### config.mk
export PLATFORM = sky130hd
export DESIGN_NAME = tmr_timer3
export DESIGN_NICKNAME = d
export VERILOG_FILES = /design/src/tmr_pkg.sv /design/src/tmr_timer3.sv /design/src/tmr_sync_edge.sv
export SDC_FILE = /design/constraint.sdc
export NUM_CORES = 1
export LEC_CHECK = 0
export ABC_AREA = 1
export BUFFER_PORTS_ARGS = -buffer_cell sky130_fd_sc_hd__buf_2
export CAP_MARGIN = 0
export CORE_UTILIZATION = 50
export CTS_CLUSTER_DIAMETER = 150
export DETAILED_ROUTE_END_ITERATION = 10
export MAX_ROUTING_LAYER = met4
export PLACE_DENSITY = 0.72
export SETUP_SLACK_MARGIN = 0.3
export SLEW_MARGIN = 10
export SYNTH_ARGS = -nofsm -noshare
export SYNTH_HDL_FRONTEND = slang
export SYNTH_SLANG_ARGS = --single-unit
export TNS_END_PERCENT = 1
### constraint.sdc
create_clock -name core_clk -period 2.9 [get_ports core_clk]
set_input_delay 0.29 -clock core_clk [delete_from_list [all_inputs] [get_ports core_clk]]
set_output_delay 0.29 -clock core_clk [all_outputs]
set_load 0.05 [all_outputs]
### src/tmr_pkg.sv
// Package of constants for the timer 3 control block
package tmr_pkg;
   // ---------------------------------------------------------------
   // Register addresses
   // ---------------------------------------------------------------
   localparam logic [7:0] ADDR_CONTROL     = 8'h91;
   localparam logic [7:0] ADDR_RELOAD_LOW  = 8'h92;
   localparam logic [7:0] ADDR_RELOAD_HIGH = 8'h93;
   localparam logic [7:0] ADDR_COUNT_LOW   = 8'h94;
   localparam logic [7:0] ADDR_COUNT_HIGH  = 8'h95;

   // ---------------------------------------------------------------
   // Control field positions and reset values
   // ---------------------------------------------------------------
   localparam int BIT_HIGH_FLAG  = 7;
   localparam int BIT_LOW_FLAG   = 6;
   localparam int BIT_LOW_IRQEN  = 5;
   localparam int BIT_CAPTURE_EN = 4;
   localparam int BIT_SPLIT      = 3;
   localparam int BIT_RUN        = 2;
   localparam int SEL_MSB        = 1;
   localparam int SEL_LSB        = 0;
   localparam logic [7:0]  RESET_BYTE = 8'h00;
   localparam logic [15:0] RESET_WORD = 16'h0000;
   localparam logic [7:0]  BYTE_MAX   = 8'hFF;
   localparam logic [15:0] WORD_MAX   = 16'hFFFF;

   // ---------------------------------------------------------------
   // Alternate clock source encodings
   // ---------------------------------------------------------------
   typedef enum logic [1:0] {
      TMR_SRC_SYS_DIV12 = 2'h0,
      TMR_SRC_EXT_DIV8  = 2'h1,
      TMR_SRC_RESERVED  = 2'h2,
      TMR_SRC_LFO_DIV8  = 2'h3
   } tmr_src_e;

   localparam int SYS_DIVIDE = 12;
   localparam int ALT_DIVIDE = 8;
endpackage : tmr_pkg

### src/tmr_timer3.sv
// Timer 3 control, counter, reload, overflow flags and capture
//
// Behaviour
// - High overflow flag set on high byte wrap
// - In 16-bit mode, set on full wrap
// - Set high flag requests interrupt when enabled
// - Flags cleared only by software writing zero
// - Low flag set on every low byte wrap
// - Low flag interrupts when low enable set
// - Capture copies count to reload on oscillator fall
// - Split bit selects one 16-bit or two 8-bit
// - Run bit gates counting; split: high byte only
// - Split low byte counts regardless of run
// - Select: sys/12, ext/8, reserved, oscillator/8
// - Ext and oscillator sources synchronised to clock
// - One select feeds both bytes in split
// - Per-byte override to undivided system clock
// - 16-bit wrap loads reload value into counter
// - Split wraps reload each byte from own reload
`timescale 1ns/100ps
`default_nettype none
module tmr_timer3
   import tmr_pkg::*;
(
   input  wire logic       core_clk,
   input  wire logic       rst,
   input  wire logic [7:0] sfrAddr,
   input  wire logic       sfrWe,
   input  wire logic [7:0] sfrWdata,
   output logic      [7:0] sfrRdata,
   input  wire logic       extClkPin,
   input  wire logic       lfoPin,
   input  wire logic       highByteFastClock,
   input  wire logic       lowByteFastClock,
   input  wire logic       extendedIrqEnable,
   output logic            irqReq
);
   logic [7:0]  ctrl_reg,   ctrl_next;
   logic [15:0] count_reg,  count_next;
   logic [15:0] reload_reg, reload_next;
   logic [3:0]  pre_reg,    pre_next;
   logic [2:0]  extDiv_reg, extDiv_next;
   logic [2:0]  lfoDiv_reg, lfoDiv_next;
   logic [7:0]  rdata_reg,  rdata_next;
   logic        irq_reg,    irq_next;
   logic        extRise, lfoRise, lfoFall;
   logic        sysTick, extTick, lfoTick, altTick;
   logic        lowTick, highTick, lowAdv, highAdv;
   logic        lowWrap, highWrap, splitMode;
   logic        wrCtrl, capHit;

   // ---------------------------------------------------------------
   // Pin synchronisers
   // ---------------------------------------------------------------
   tmr_sync_edge extSync (
      .core_clk (core_clk),
      .rst      (rst),
      .asyncIn  (extClkPin),
      .riseP    (extRise),
      .fallP    ()
   );
   tmr_sync_edge lfoSync (
      .core_clk (core_clk),
      .rst      (rst),
      .asyncIn  (lfoPin),
      .riseP    (lfoRise),
      .fallP    (lfoFall)
   );

   // ---------------------------------------------------------------
   // Prescalers
   // ---------------------------------------------------------------
   localparam logic [3:0] PRE_LAST = 4'(SYS_DIVIDE - 1);
   localparam logic [2:0] ALT_LAST = 3'(ALT_DIVIDE - 1);

   // Prescaler width is fixed; larger divides would wrap early
   if (SYS_DIVIDE < 2 || SYS_DIVIDE > 16) begin : gSysDivCheck
      $error("system divide does not fit the prescaler");
   end
   // Alternate divider relies on its three-bit count wrapping
   if (ALT_DIVIDE != 8) begin : gAltDivCheck
      $error("alternate divide must be eight");
   end

   always_comb begin
      sysTick     = (pre_reg == PRE_LAST);
      pre_next    = sysTick ? 4'h0 : pre_reg + 4'h1;
      extTick     = extRise && (extDiv_reg == ALT_LAST);
      lfoTick     = lfoRise && (lfoDiv_reg == ALT_LAST);
      extDiv_next = extRise ? extDiv_reg + 3'h1 : extDiv_reg;
      lfoDiv_next = lfoRise ? lfoDiv_reg + 3'h1 : lfoDiv_reg;
      // Reserved setting gives no alternate-source ticks; only the fast overrides step
      case (tmr_src_e'(ctrl_reg[SEL_MSB:SEL_LSB]))
         TMR_SRC_SYS_DIV12: altTick = sysTick;
         TMR_SRC_EXT_DIV8:  altTick = extTick;
         TMR_SRC_LFO_DIV8:  altTick = lfoTick;
         default:           altTick = 1'b0;
      endcase
      lowTick  = lowByteFastClock  ? 1'b1 : altTick;
      highTick = highByteFastClock ? 1'b1 : altTick;
   end

   always_ff @(posedge core_clk) begin
      if (rst) begin
         pre_reg    <= 4'h0;
         extDiv_reg <= 3'h0;
         lfoDiv_reg <= 3'h0;
      end else begin
         pre_reg    <= pre_next;
         extDiv_reg <= extDiv_next;
         lfoDiv_reg <= lfoDiv_next;
      end
   end

   // ---------------------------------------------------------------
   // Step decode and capture
   // ---------------------------------------------------------------
   always_comb begin
      splitMode = ctrl_reg[BIT_SPLIT];
      wrCtrl    = sfrWe && (sfrAddr == ADDR_CONTROL);
      capHit    = ctrl_reg[BIT_CAPTURE_EN] && lfoFall;
      if (splitMode) begin
         lowAdv  = lowTick;
         highAdv = ctrl_reg[BIT_RUN] && highTick;
      end else begin
         // Whole word steps on the low byte's clock
         lowAdv  = ctrl_reg[BIT_RUN] && lowTick;
         highAdv = lowAdv && (count_reg[7:0] == BYTE_MAX);
      end
      lowWrap  = lowAdv && (count_reg[7:0] == BYTE_MAX);
      highWrap = highAdv && (count_reg[15:8] == BYTE_MAX);
   end

   // ---------------------------------------------------------------
   // Counter
   // ---------------------------------------------------------------
   always_comb begin
      count_next = count_reg;
      if (splitMode) begin
         count_next[7:0]  = lowWrap ? reload_reg[7:0]
                          : count_reg[7:0] + {7'h00, lowAdv};
         count_next[15:8] = highWrap ? reload_reg[15:8]
                          : count_reg[15:8] + {7'h00, highAdv};
      end else if (lowAdv) begin
         count_next = (count_reg == WORD_MAX) ? reload_reg
                    : count_reg + 16'h0001;
      end
      // Software write takes the byte over any step
      if (sfrWe && sfrAddr == ADDR_COUNT_LOW)
         count_next[7:0] = sfrWdata;
      if (sfrWe && sfrAddr == ADDR_COUNT_HIGH)
         count_next[15:8] = sfrWdata;
   end

   always_ff @(posedge core_clk) begin
      if (rst) begin
         count_reg <= RESET_WORD;
      end else begin
         count_reg <= count_next;
      end
   end

   // ---------------------------------------------------------------
   // Reload pair
   // ---------------------------------------------------------------
   always_comb begin
      reload_next = reload_reg;
      if (sfrWe && sfrAddr == ADDR_RELOAD_LOW)
         reload_next[7:0] = sfrWdata;
      if (sfrWe && sfrAddr == ADDR_RELOAD_HIGH)
         reload_next[15:8] = sfrWdata;
      // Capture beats a same-cycle software write to reload
      if (capHit)
         reload_next = count_reg;
   end

   always_ff @(posedge core_clk) begin
      if (rst) begin
         reload_reg <= RESET_WORD;
      end else begin
         reload_reg <= reload_next;
      end
   end

   // ---------------------------------------------------------------
   // Control register and flags
   // ---------------------------------------------------------------
   always_comb begin
      ctrl_next = wrCtrl ? sfrWdata : ctrl_reg;
      // Hardware set wins over a software clear
      if (highWrap || capHit)
         ctrl_next[BIT_HIGH_FLAG] = 1'b1;
      if (lowWrap)
         ctrl_next[BIT_LOW_FLAG] = 1'b1;
   end

   always_ff @(posedge core_clk) begin
      if (rst) begin
         ctrl_reg <= RESET_BYTE;
      end else begin
         ctrl_reg <= ctrl_next;
      end
   end

   // ---------------------------------------------------------------
   // Interrupt request and read data
   // ---------------------------------------------------------------
   // Both registered, so the processor never sees decode glitches
   always_comb begin
      irq_next = extendedIrqEnable && (ctrl_reg[BIT_HIGH_FLAG]
               || (ctrl_reg[BIT_LOW_FLAG]
                   && ctrl_reg[BIT_LOW_IRQEN]));

      case (sfrAddr)
         ADDR_CONTROL:     rdata_next = ctrl_reg;
         ADDR_RELOAD_LOW:  rdata_next = reload_reg[7:0];
         ADDR_RELOAD_HIGH: rdata_next = reload_reg[15:8];
         ADDR_COUNT_LOW:   rdata_next = count_reg[7:0];
         ADDR_COUNT_HIGH:  rdata_next = count_reg[15:8];
         default:          rdata_next = RESET_BYTE;
      endcase
   end

   always_ff @(posedge core_clk) begin
      if (rst) begin
         rdata_reg <= RESET_BYTE;
         irq_reg   <= 1'b0;
      end else begin
         rdata_reg <= rdata_next;
         irq_reg   <= irq_next;
      end
   end

   assign sfrRdata = rdata_reg;
   assign irqReq   = irq_reg;
endmodule : tmr_timer3
`default_nettype wire

### src/tmr_sync_edge.sv
// Two-flop synchroniser with edge pulses for one asynchronous pin
`timescale 1ns/100ps
`default_nettype none
module tmr_sync_edge (
   input  wire logic core_clk,
   input  wire logic rst,
   input  wire logic asyncIn,
   output logic      riseP,
   output logic      fallP
);
   logic meta_reg;
   logic sync_reg;
   logic last_reg;

   // ---------------------------------------------------------------
   // Synchroniser; only sync_reg reads meta_reg
   // ---------------------------------------------------------------
   always_ff @(posedge core_clk) begin
      if (rst) begin
         meta_reg <= 1'b0;
         sync_reg <= 1'b0;
         last_reg <= 1'b0;
      end else begin
         meta_reg <= asyncIn;
         sync_reg <= meta_reg;
         last_reg <= sync_reg;
      end
   end

   assign riseP = sync_reg & ~last_reg;
   assign fallP = ~sync_reg & last_reg;
endmodule : tmr_sync_edge
`default_nettype wire

==> results.sh, run 1 <==
export IMPL_status="finished clean"
export IMPL_hold_path_depth=3
export IMPL_holdBufCountCts=0
export IMPL_rsz0062_at_grt="true"
export IMPL_final_common_cell="nand2_1"
export IMPL_final_antenna_net_count=0
export IMPL_leakagePower_nw=2.00
export IMPL_p_int_w=0.00125
export IMPL_ioPinCount=33
export IMPL_cts_root_buf="clkbuf_8"
export IMPL_vias=4455
export IMPL_synth_edf_count=0
export IMPL_regToRegSetupSlack_ns=0.46
export IMPL_final_cell_mix="119 x nand2_1, 77 x inv_1, 67 x nor2_1"
export IMPL_nets=700
export IMPL_htreeDepth=3
export IMPL_cts_tree="done"
export IMPL_startpoint_type="flip-flop"
export IMPL_port_buffers=32
export IMPL_dp_hpwl_um=9420
export IMPL_min_period_over_period=0.841
export IMPL_coreArea_um2=8180
export IMPL_synth_ff_type="dfxtp_1"
export IMPL_avgSynthCellArea_um2=6.66
export IMPL_ys_async_sr_fraction=0
export IMPL_finalSetupTns_ns=0
export IMPL_relSlewSlack=0.511
export IMPL_drc=0
export IMPL_finalSetupViolCount=0
export IMPL_cp_end_kind="flip-flop"
export IMPL_syn_to_final_growth_pct=11.8
export IMPL_drt_total_wl_um=13100
export IMPL_syn_nets=665
export IMPL_path_class="flip-flop to flip-flop"
export IMPL_synth_warning_count=0
export IMPL_yosys_area_top_type="dfxtp_1"
export IMPL_clockBufferDepth=2
export IMPL_fp_row_count=33
export IMPL_clkLatencyLatePin_ns=0.35
export IMPL_grt_usage=0.323
export IMPL_powerDensity_nw_per_um2=371
export IMPL_synth_cell_type_count=43
export IMPL_synth_area_um2=4210
export IMPL_start_util=0.514
export IMPL_reg2reg_to="count_reg[14]$_SDFFE_PP0P_"
export IMPL_critPathRequiredTime_ns=3.19
export IMPL_final_cells=777
export IMPL_wire_per_inst_um=16.9
export IMPL_synth_top_area_share=0.309
export IMPL_numCtsBuffers=9
export IMPL_layout_drive_gt1_share=0.167
export IMPL_grt_overflow_total=0
export IMPL_p_comb_frac=0.057
export IMPL_fmax_mhz=410
export IMPL_hold_start="lfoPin"
export IMPL_vias_per_cell=5.73
export IMPL_die_y_um=93.7
export IMPL_reg2reg_depth=15
export IMPL_clkPwrFrac=0.419
export IMPL_drt_iter0_markers=565
export IMPL_die_x_um=93.7
export IMPL_hp_class="input pin to flip-flop"
export IMPL_antenna_found_initial=1
export IMPL_seq_power_share=0.524
export IMPL_vdd_ir_drop_max_mv=0.215
export IMPL_ys_seq_elements=65
export IMPL_critPathMaxFanout=10
export IMPL_dieArea_um2=8780
export IMPL_grt_max_degree=41
export IMPL_first_global_vias=3995
export IMPL_worstMarginPinSlew_ns=0.728
export IMPL_grt_first_pass_wirelength_um=20800
export IMPL_arrival_ns=2.73
export IMPL_synthCells=631
export IMPL_hold_viol_final=0
export IMPL_ys_seq_area_frac=0.309
export IMPL_min_to="lfoSync.meta_reg$_SDFF_PP0_"
export IMPL_cts_clk_slew_worst_paths_ns=0.09
export IMPL_dp_cells=757
export IMPL_period_minus_slack_ns=2.44
export IMPL_gp_congestion=1.02
export IMPL_first_pass_iters=5
export IMPL_drv_cap=0
export IMPL_cts_sinks=65
export IMPL_r2r_start="count_reg[1]$_SDFFE_PP0P_"
export IMPL_drv_slew=0
export IMPL_fin_skew_ns=0.0120
export IMPL_switching_share=0.280
export IMPL_synthTopCellsByArea="dfxtp_1 31%, nand2_1 11%, nand3_1 8.0%"
export IMPL_p_switching_w=0.000488
## synthesized netlist by cell type (4+ instances only)
library cell / number
nand3_1: 67
o21ai_0: 37
nand2_1: 119
nand4_1: 16
inv_2: 5
dfxtp_1: 65
nor3_1: 4
ha_1: 10
nor2_4: 5
o21ai_1: 7
nor2_2: 5
a211oi_1: 7
nor2_1: 71
xor2_1: 19
clkbuf_1: 7
nand2_2: 7
o22ai_1: 8
buf_2: 4
inv_1: 77
a21oi_1: 57
## how the worst max path moves through the flow
stage               cells after the start                          to  slack (ns)                 startpoint
detailed placement                     18   count_reg[7]$_SDFFE_PP0P_        0.34      pre_reg[0]$_SDFF_PP0_
finish                                 15  count_reg[14]$_SDFFE_PP0P_        0.46  count_reg[1]$_SDFFE_PP0P_
floorplan                              18   count_reg[7]$_SDFFE_PP0P_        0.64      pre_reg[0]$_SDFF_PP0_
global placement                       17   count_reg[5]$_SDFFE_PP0P_        0.40      pre_reg[0]$_SDFF_PP0_
CTS                                    17   count_reg[5]$_SDFFE_PP0P_        0.33      pre_reg[0]$_SDFF_PP0_
global route                           18   count_reg[7]$_SDFFE_PP0P_        0.29      pre_reg[1]$_SDFF_PP0_
## logic make-up (layout without fill, tap and decap cells)
family / Yosys count / count (layout) / synth area share
compound gates: 122 / 122 / 0.157
xor+xnor: 22 / 22 / 0.0458
fa+ha+maj: 10 / 10 / 0.0298
buf+inv: 103 / 143 / 0.103
flops: 65 / 65 / 0.309
other cells: 0 / 1 / 0
simple gates: 309 / 309 / 0.355
## metal layers
metal | global-route usage | part of all wire
met5 | - | 0
met1 | 0.442 | 0.43
met2 | 0.464 | 0.44
met3 | 0.0688 | 0.11
met4 | 0.121 | 0.021
## stage by stage
| step | setup slack, ns | total power (W) | instance area, um2 | util | hold slack, ns |
|---|---|---|---|---|---|
| 6_report | 0.462 | 0.00174 | 4700 | 0.575 | 0.138 |
| 5_1_grt | 0.291 | 0.00182 | 4700 | 0.575 | 0.123 |
| 4_1_cts | 0.329 | 0.00174 | 4630 | 0.566 | 0.131 |
| 3_5_place_dp | 0.343 | 0.00103 | 4450 | 0.544 | 0.396 |
| 3_3_place_gp | 0.396 | 0.00102 | 4450 | 0.544 | 0.389 |
| 2_1_floorplan | 0.635 | 0.000986 | 4210 | - | 0.388 |
## timing repair
action | 4_1_cts | 5_1_grt
setup buffers | 0 | 3
endpoints found under the setup margin | 0 | 11
resized for setup | 0 | 17
## power by group through the flow
stage                      logic, W  clock network, W  registers [W]
after detailed placement  0.0000942                 0       0.000934
after floorplan           0.0000550                 0       0.000931
after CTS                 0.0000944          0.000738       0.000913
after global routing       0.000109          0.000794       0.000916
final                     0.0000990          0.000731       0.000913
after global placement    0.0000914                 0       0.000933
## cell type report
type / instances / area (um2)
Multi-Input combinational cell: 463 / 2510
Clock inverter: 7 / 53.8
Inverter: 85 / 334
Clock buffer: 9 / 124
Tap cell: 105 / 131
Antenna cell: 1 / 2.50
Timing Repair Buffer: 42 / 235
Sequential cell: 65 / 1310
Fill cell: 788 / 3470
## worst max-delay path: stages, from the launching register on
cell	delay [ns]
dfxtp_2	0.40
ha_2	0.23
nand3_1	0.14
inv_2	0.08
nand2_2	0.09
inv_4	0.14
nand2_1	0.12
nand2_4	0.14
and2_1	0.15
ha_2	0.21
ha_2	0.21
nand2_1	0.07
xor2_1	0.16
nand2_1	0.07
nand3_1	0.07
a21oi_1	0.12
Note: power is estimated with default switching activity, not from simulation.
==> inputs of run 2 (changes only) <==
- clock period: 2.9 -> 2.36 ns (I/O delays scaled with it)
==> results.sh, run 2 (same netlist as run 1, synthesis figures left out) <==
export IMPL_dieArea_um2=8780
export IMPL_cts_sinks=65
export IMPL_clockBufferDepth=2
export IMPL_arrival_ns=2.47
export IMPL_fmax_mhz=458
export IMPL_dp_hpwl_um=9780
export IMPL_setup_slack_ns=0.176
export IMPL_hp_class="input pin to flip-flop"
export IMPL_grt_overflow_total=0
export IMPL_drv_cap=0
export IMPL_place_area_um2=4650
export IMPL_clkLatencyLatePin_ns=0.35
export IMPL_crit_chain="ha_4, ha_4, nand3_4, nand4_4, buf_6, nor2_4, nor2_4, ha_4, ha_4, nand3_2, xor2_1, nand2_1, nand3_1, nand3b_1, a21oi_2"
export IMPL_ioPinCount=33
export IMPL_port_buffers=32
export IMPL_fp_row_count=33
export IMPL_first_global_vias=4360
export IMPL_final_antenna_net_count=0
export IMPL_status="finished clean"
export IMPL_wire_per_inst_um=17.2
export IMPL_final_cells=791
export IMPL_leakagePower_nw=2.09
export IMPL_drt_total_wl_um=13600
export IMPL_vdd_ir_drop_max_mv=0.387
export IMPL_antenna_found_initial=0
export IMPL_path_buf_inv=1
export IMPL_drv_slew=0
export IMPL_htreeDepth=3
export IMPL_min_period_over_period=0.925
export IMPL_worstMarginPinSlew_ns=0.729
export IMPL_grt_first_pass_wirelength_um=22100
export IMPL_rsz0062_at_grt="true"
export IMPL_layout_drive_gt1_share=0.213
export IMPL_die_y_um=93.7
export IMPL_diodes=0
export IMPL_cts_tree="done"
export IMPL_wl_met1_um=5870
export IMPL_startpoint_type="flip-flop"
export IMPL_pre_cts_slack_ns=0.0908
export IMPL_final_common_cell="nand2_1"
export IMPL_grt_max_degree=41
export IMPL_cp_common_cell="ha_4"
export IMPL_first_pass_iters=5
export IMPL_syn_to_final_growth_pct=19.2
export IMPL_powerDensity_nw_per_um2=434
export IMPL_grt_usage=0.337
export IMPL_hold_viol_final=0
export IMPL_finalSetupViolCount=0
export IMPL_cts_clk_slew_worst_paths_ns=0.08
export IMPL_drc=0
export IMPL_die_x_um=93.7
export IMPL_relSlewSlack=0.511
export IMPL_wl_met3_um=1140
export IMPL_dp_cells=769
export IMPL_topRoutingLayerUsed="met4"
export IMPL_cts_root_buf="clkbuf_8"
export IMPL_start_util=0.514
export IMPL_fin_skew_ns=0.0131
export IMPL_finalSetupTns_ns=0
export IMPL_vias_per_cell=5.82
export IMPL_numCtsBuffers=9
export IMPL_fin_area_um2=5010
export IMPL_cp_end_kind="flip-flop"
export IMPL_wl_met2_um=6130
export IMPL_drt_iter0_markers=475
export IMPL_critPathMaxFanout=3
export IMPL_period_minus_slack_ns=2.18
export IMPL_critPathRequiredTime_ns=2.65
export IMPL_nets=715
export IMPL_final_cell_mix="117 x nand2_1, 75 x inv_1, 64 x nor2_1"
export IMPL_path_class="flip-flop to flip-flop"
export IMPL_post_route_util=0.613
export IMPL_crit_family="simple AND/OR/NAND/NOR gates"
export IMPL_cp_slowest_cell="dfxtp_2"
export IMPL_gp_congestion=0.963
export IMPL_coreArea_um2=8180
export IMPL_vias=4603
export IMPL_critPathMaxStageDelay_ns=0.34
-- run 2: timing repair --
action,4_1_cts,5_1_grt
setup buffers,4,2
gates cloned,0,0
pin swaps,15,5
hold buffers,0,0
gates resized for setup,14,13
endpoints found under the setup margin,14,15
-- run 2: tightest hold or removal path, stage by stage --
cell    delay [ns]
buf_2         0.07
inv_1         0.03
nor2_1        0.06
-- run 2: per-stage QoR --
step / hold slack, ns / power (W)
global route: 0.0941 / 0.00225
global placement: 0.397 / 0.00127
floorplan: 0.343 / 0.00122
finish: 0.0800 / 0.00218
CTS: 0.0791 / 0.00216
detailed placement: 0.401 / 0.00127
-- run 2: final timing paths --
check | from | to | slack (ns) | cells after the start
worst max-delay path | extDiv_reg[0]$_SDFFE_PP0P_ | count_reg[4]$_SDFFE_PP0P_ | 0.18 | 15
worst min-delay path | extClkPin | extSync.meta_reg$_SDFF_PP0_ | 0.08 | 3
worst max register to register | extDiv_reg[0]$_SDFFE_PP0P_ | count_reg[4]$_SDFFE_PP0P_ | 0.18 | 15
worst min register to register | lfoSync.meta_reg$_SDFF_PP0_ | lfoSync.sync_reg$_SDFF_PP0_ | 0.41 | 2
-- run 2: power breakdown --
group          internal [W]  switching [W]
clock network      0.000416       0.000499
registers           0.00111      0.0000145
logic             0.0000494      0.0000859
-- run 2: layout make-up --
type / count / area (um2)
Multi-Input combinational cell: 463 / 2700
Clock inverter: 5 / 40.0
Fill cell: 781 / 3160
Clock buffer: 11 / 141
Inverter: 85 / 337
Timing Repair Buffer: 57 / 352
Tap cell: 105 / 131
Sequential cell: 65 / 1310
-- run 2: per-layer routing --
metal,up-vias,track usage
met4,0,0.135
li1,2186,-
met3,44,0.0688
met2,261,0.520
met5,-,-
met1,2112,0.431
==> inputs of run 3 (changes only) <==
- GPL_TIMING_DRIVEN: default -> 0
- SETUP_SLACK_MARGIN: 0.3 -> 0.02
- SKIP_LAST_GASP: default -> 1
==> results.sh, run 3 (same netlist as run 1, synthesis figures left out) <==
export IMPL_drc=0
export IMPL_cp_end_kind="flip-flop"
export IMPL_die_x_um=93.7
export IMPL_final_cell_mix="117 x nand2_1, 75 x inv_1, 66 x nor2_1"
export IMPL_ioPinCount=33
export IMPL_final_cells=794
export IMPL_die_y_um=93.7
export IMPL_drt_total_wl_um=14600
export IMPL_hold_path_depth=3
export IMPL_clkLatencyLatePin_ns=0.35
export IMPL_path_buf_inv=3
export IMPL_wl_met1_um=5990
export IMPL_first_pass_iters=7
export IMPL_min_period_over_period=0.981
export IMPL_fmax_mhz=432
export IMPL_wl_met3_um=1470
export IMPL_finalSetupViolCount=0
export IMPL_hp_class="input pin to flip-flop"
export IMPL_final_common_cell="nand2_1"
export IMPL_wl_met2_um=6380
export IMPL_wire_per_inst_um=18.4
export IMPL_reg2reg_to="count_reg[7]$_SDFFE_PP0P_"
export IMPL_powerDensity_nw_per_um2=457
export IMPL_vias=4654
export IMPL_critPathMaxStageDelay_ns=0.37
export IMPL_gp_congestion=0.981
export IMPL_drt_iter0_markers=451
export IMPL_drv_slew=0
export IMPL_coreArea_um2=8180
export IMPL_grt_max_degree=13
export IMPL_holdBufCountCts=0
export IMPL_fp_row_count=33
export IMPL_min_to="lfoSync.meta_reg$_SDFF_PP0_"
export IMPL_relSlewSlack=0.474
export IMPL_cts_root_buf="clkbuf_8"
export IMPL_start_util=0.514
export IMPL_rsz0062_at_grt="true"
export IMPL_leakagePower_nw=2.09
export IMPL_fin_area_um2=4970
export IMPL_status="finished clean"
export IMPL_place_area_um2=4500
export IMPL_period_minus_slack_ns=2.31
export IMPL_cts_sinks=65
export IMPL_critPathRequiredTime_ns=2.61
export IMPL_grt_first_pass_wirelength_um=22600
export IMPL_final_antenna_net_count=0
export IMPL_grt_overflow_total=0
export IMPL_startpoint_type="flip-flop"
export IMPL_cp_slowest_cell="dfxtp_2"
export IMPL_dp_cells=768
export IMPL_numCtsBuffers=9
export IMPL_cts_tree="done"
export IMPL_r2r_start="pre_reg[1]$_SDFF_PP0_"
export IMPL_grt_usage=0.354
export IMPL_antenna_found_initial=0
export IMPL_vdd_ir_drop_max_mv=0.389
export IMPL_regToRegSetupSlack_ns=0.05
export IMPL_path_class="flip-flop to flip-flop"
export IMPL_diodes=0
export IMPL_first_global_vias=4214
export IMPL_topRoutingLayerUsed="met4"
export IMPL_reg2reg_depth=18
export IMPL_nets=718
export IMPL_crit_family="simple AND/OR/NAND/NOR gates"
export IMPL_layout_drive_gt1_share=0.196
export IMPL_drv_cap=0
export IMPL_holdWs_ns=0.0875
export IMPL_arrival_ns=2.57
export IMPL_dp_hpwl_um=10400
export IMPL_fin_skew_ns=0.0121
export IMPL_htreeDepth=3
export IMPL_port_buffers=32
export IMPL_critPathMaxFanout=3
export IMPL_syn_to_final_growth_pct=18.2
export IMPL_worstMarginPinSlew_ns=0.783
export IMPL_cts_clk_slew_worst_paths_ns=0.09
export IMPL_clockBufferDepth=2
export IMPL_dieArea_um2=8780
export IMPL_hold_start="lfoPin"
export IMPL_crit_chain="ha_4, inv_2, nor2_4, nand3_4, nand4_4, nand2_2, nand2_2, inv_2, nor2_4, ha_4, nand3_4, nor3_4, xor2_1, nand2_1, nand3_2, nand3_2, nand2_1, inv_1"
export IMPL_vias_per_cell=5.86
export IMPL_hold_viol_final=0
## run 3: what timing repair did
| item | in CTS | in global routing |
|---|---|---|
| gates resized for setup | 19 | 30 |
| buffers inserted | 4 | 6 |
| pin swaps | 4 | 12 |
| endpoints found under the setup margin | 14 | 11 |
## run 3: metal layers
metal | track usage | vias to the layer above
li1 | - | 2195
met1 | 0.473 | 2112
met2 | 0.512 | 282
met3 | 0.0542 | 65
met4 | 0.192 | 0
met5 | - | -
## run 3: per-stage QoR
step | setup slack (ns) | utilization | power, W | TNS, ns
after detailed placement | -0.371 | 0.550 | 0.00127 | -2.68
after global placement | -0.279 | 0.550 | 0.00127 | -2.10
after floorplan | 0.0954 | - | 0.00121 | 0
after global routing | -0.0839 | 0.608 | 0.00233 | -0.342
final | 0.0455 | 0.608 | 0.00227 | 0
after CTS | -0.0000981 | 0.587 | 0.00226 | -0.0000981
## run 3: layout make-up
type / instances / area [um2]
Buffer: 18 / 100
Inverter: 85 / 337
Timing Repair Buffer: 42 / 239
Sequential cell: 65 / 1320
Clock buffer: 11 / 141
Tap cell: 105 / 131
Fill cell: 808 / 3200
Clock inverter: 5 / 63.8
Multi-Input combinational cell: 463 / 2640
## run 3: power breakdown
| group | internal, W | switching (W) | leakage [nW] |
|---|---|---|---|
| clock | 0.000525 | 0.000483 | 0.100 |
| sequential | 0.00111 | 0.0000130 | 0.530 |
| combinational | 0.0000492 | 0.0000935 | 1.46 |
| total | 0.00168 | 0.000589 | 2.09 |
## run 3: worst max-delay path by stage
stage,startpoint,end,slack [ns],cells past startpoint
after floorplan,pre_reg[0]$_SDFF_PP0_,count_reg[7]$_SDFFE_PP0P_,0.1,18
after global placement,count_reg[1]$_SDFFE_PP0P_,count_reg[12]$_SDFFE_PP0P_,-0.28,15
after detailed placement,pre_reg[0]$_SDFF_PP0_,count_reg[7]$_SDFFE_PP0P_,-0.37,18
after CTS,pre_reg[1]$_SDFF_PP0_,count_reg[7]$_SDFFE_PP0P_,-0.0001,18
after global routing,pre_reg[1]$_SDFF_PP0_,count_reg[7]$_SDFFE_PP0P_,-0.08,18
final,pre_reg[1]$_SDFF_PP0_,count_reg[7]$_SDFFE_PP0P_,0.05,18
## run 3: tightest hold or removal path: cells and delay by family
kind,cells,cell delay [ns]
simple gates,1,0.06
buf+inv,2,0.10
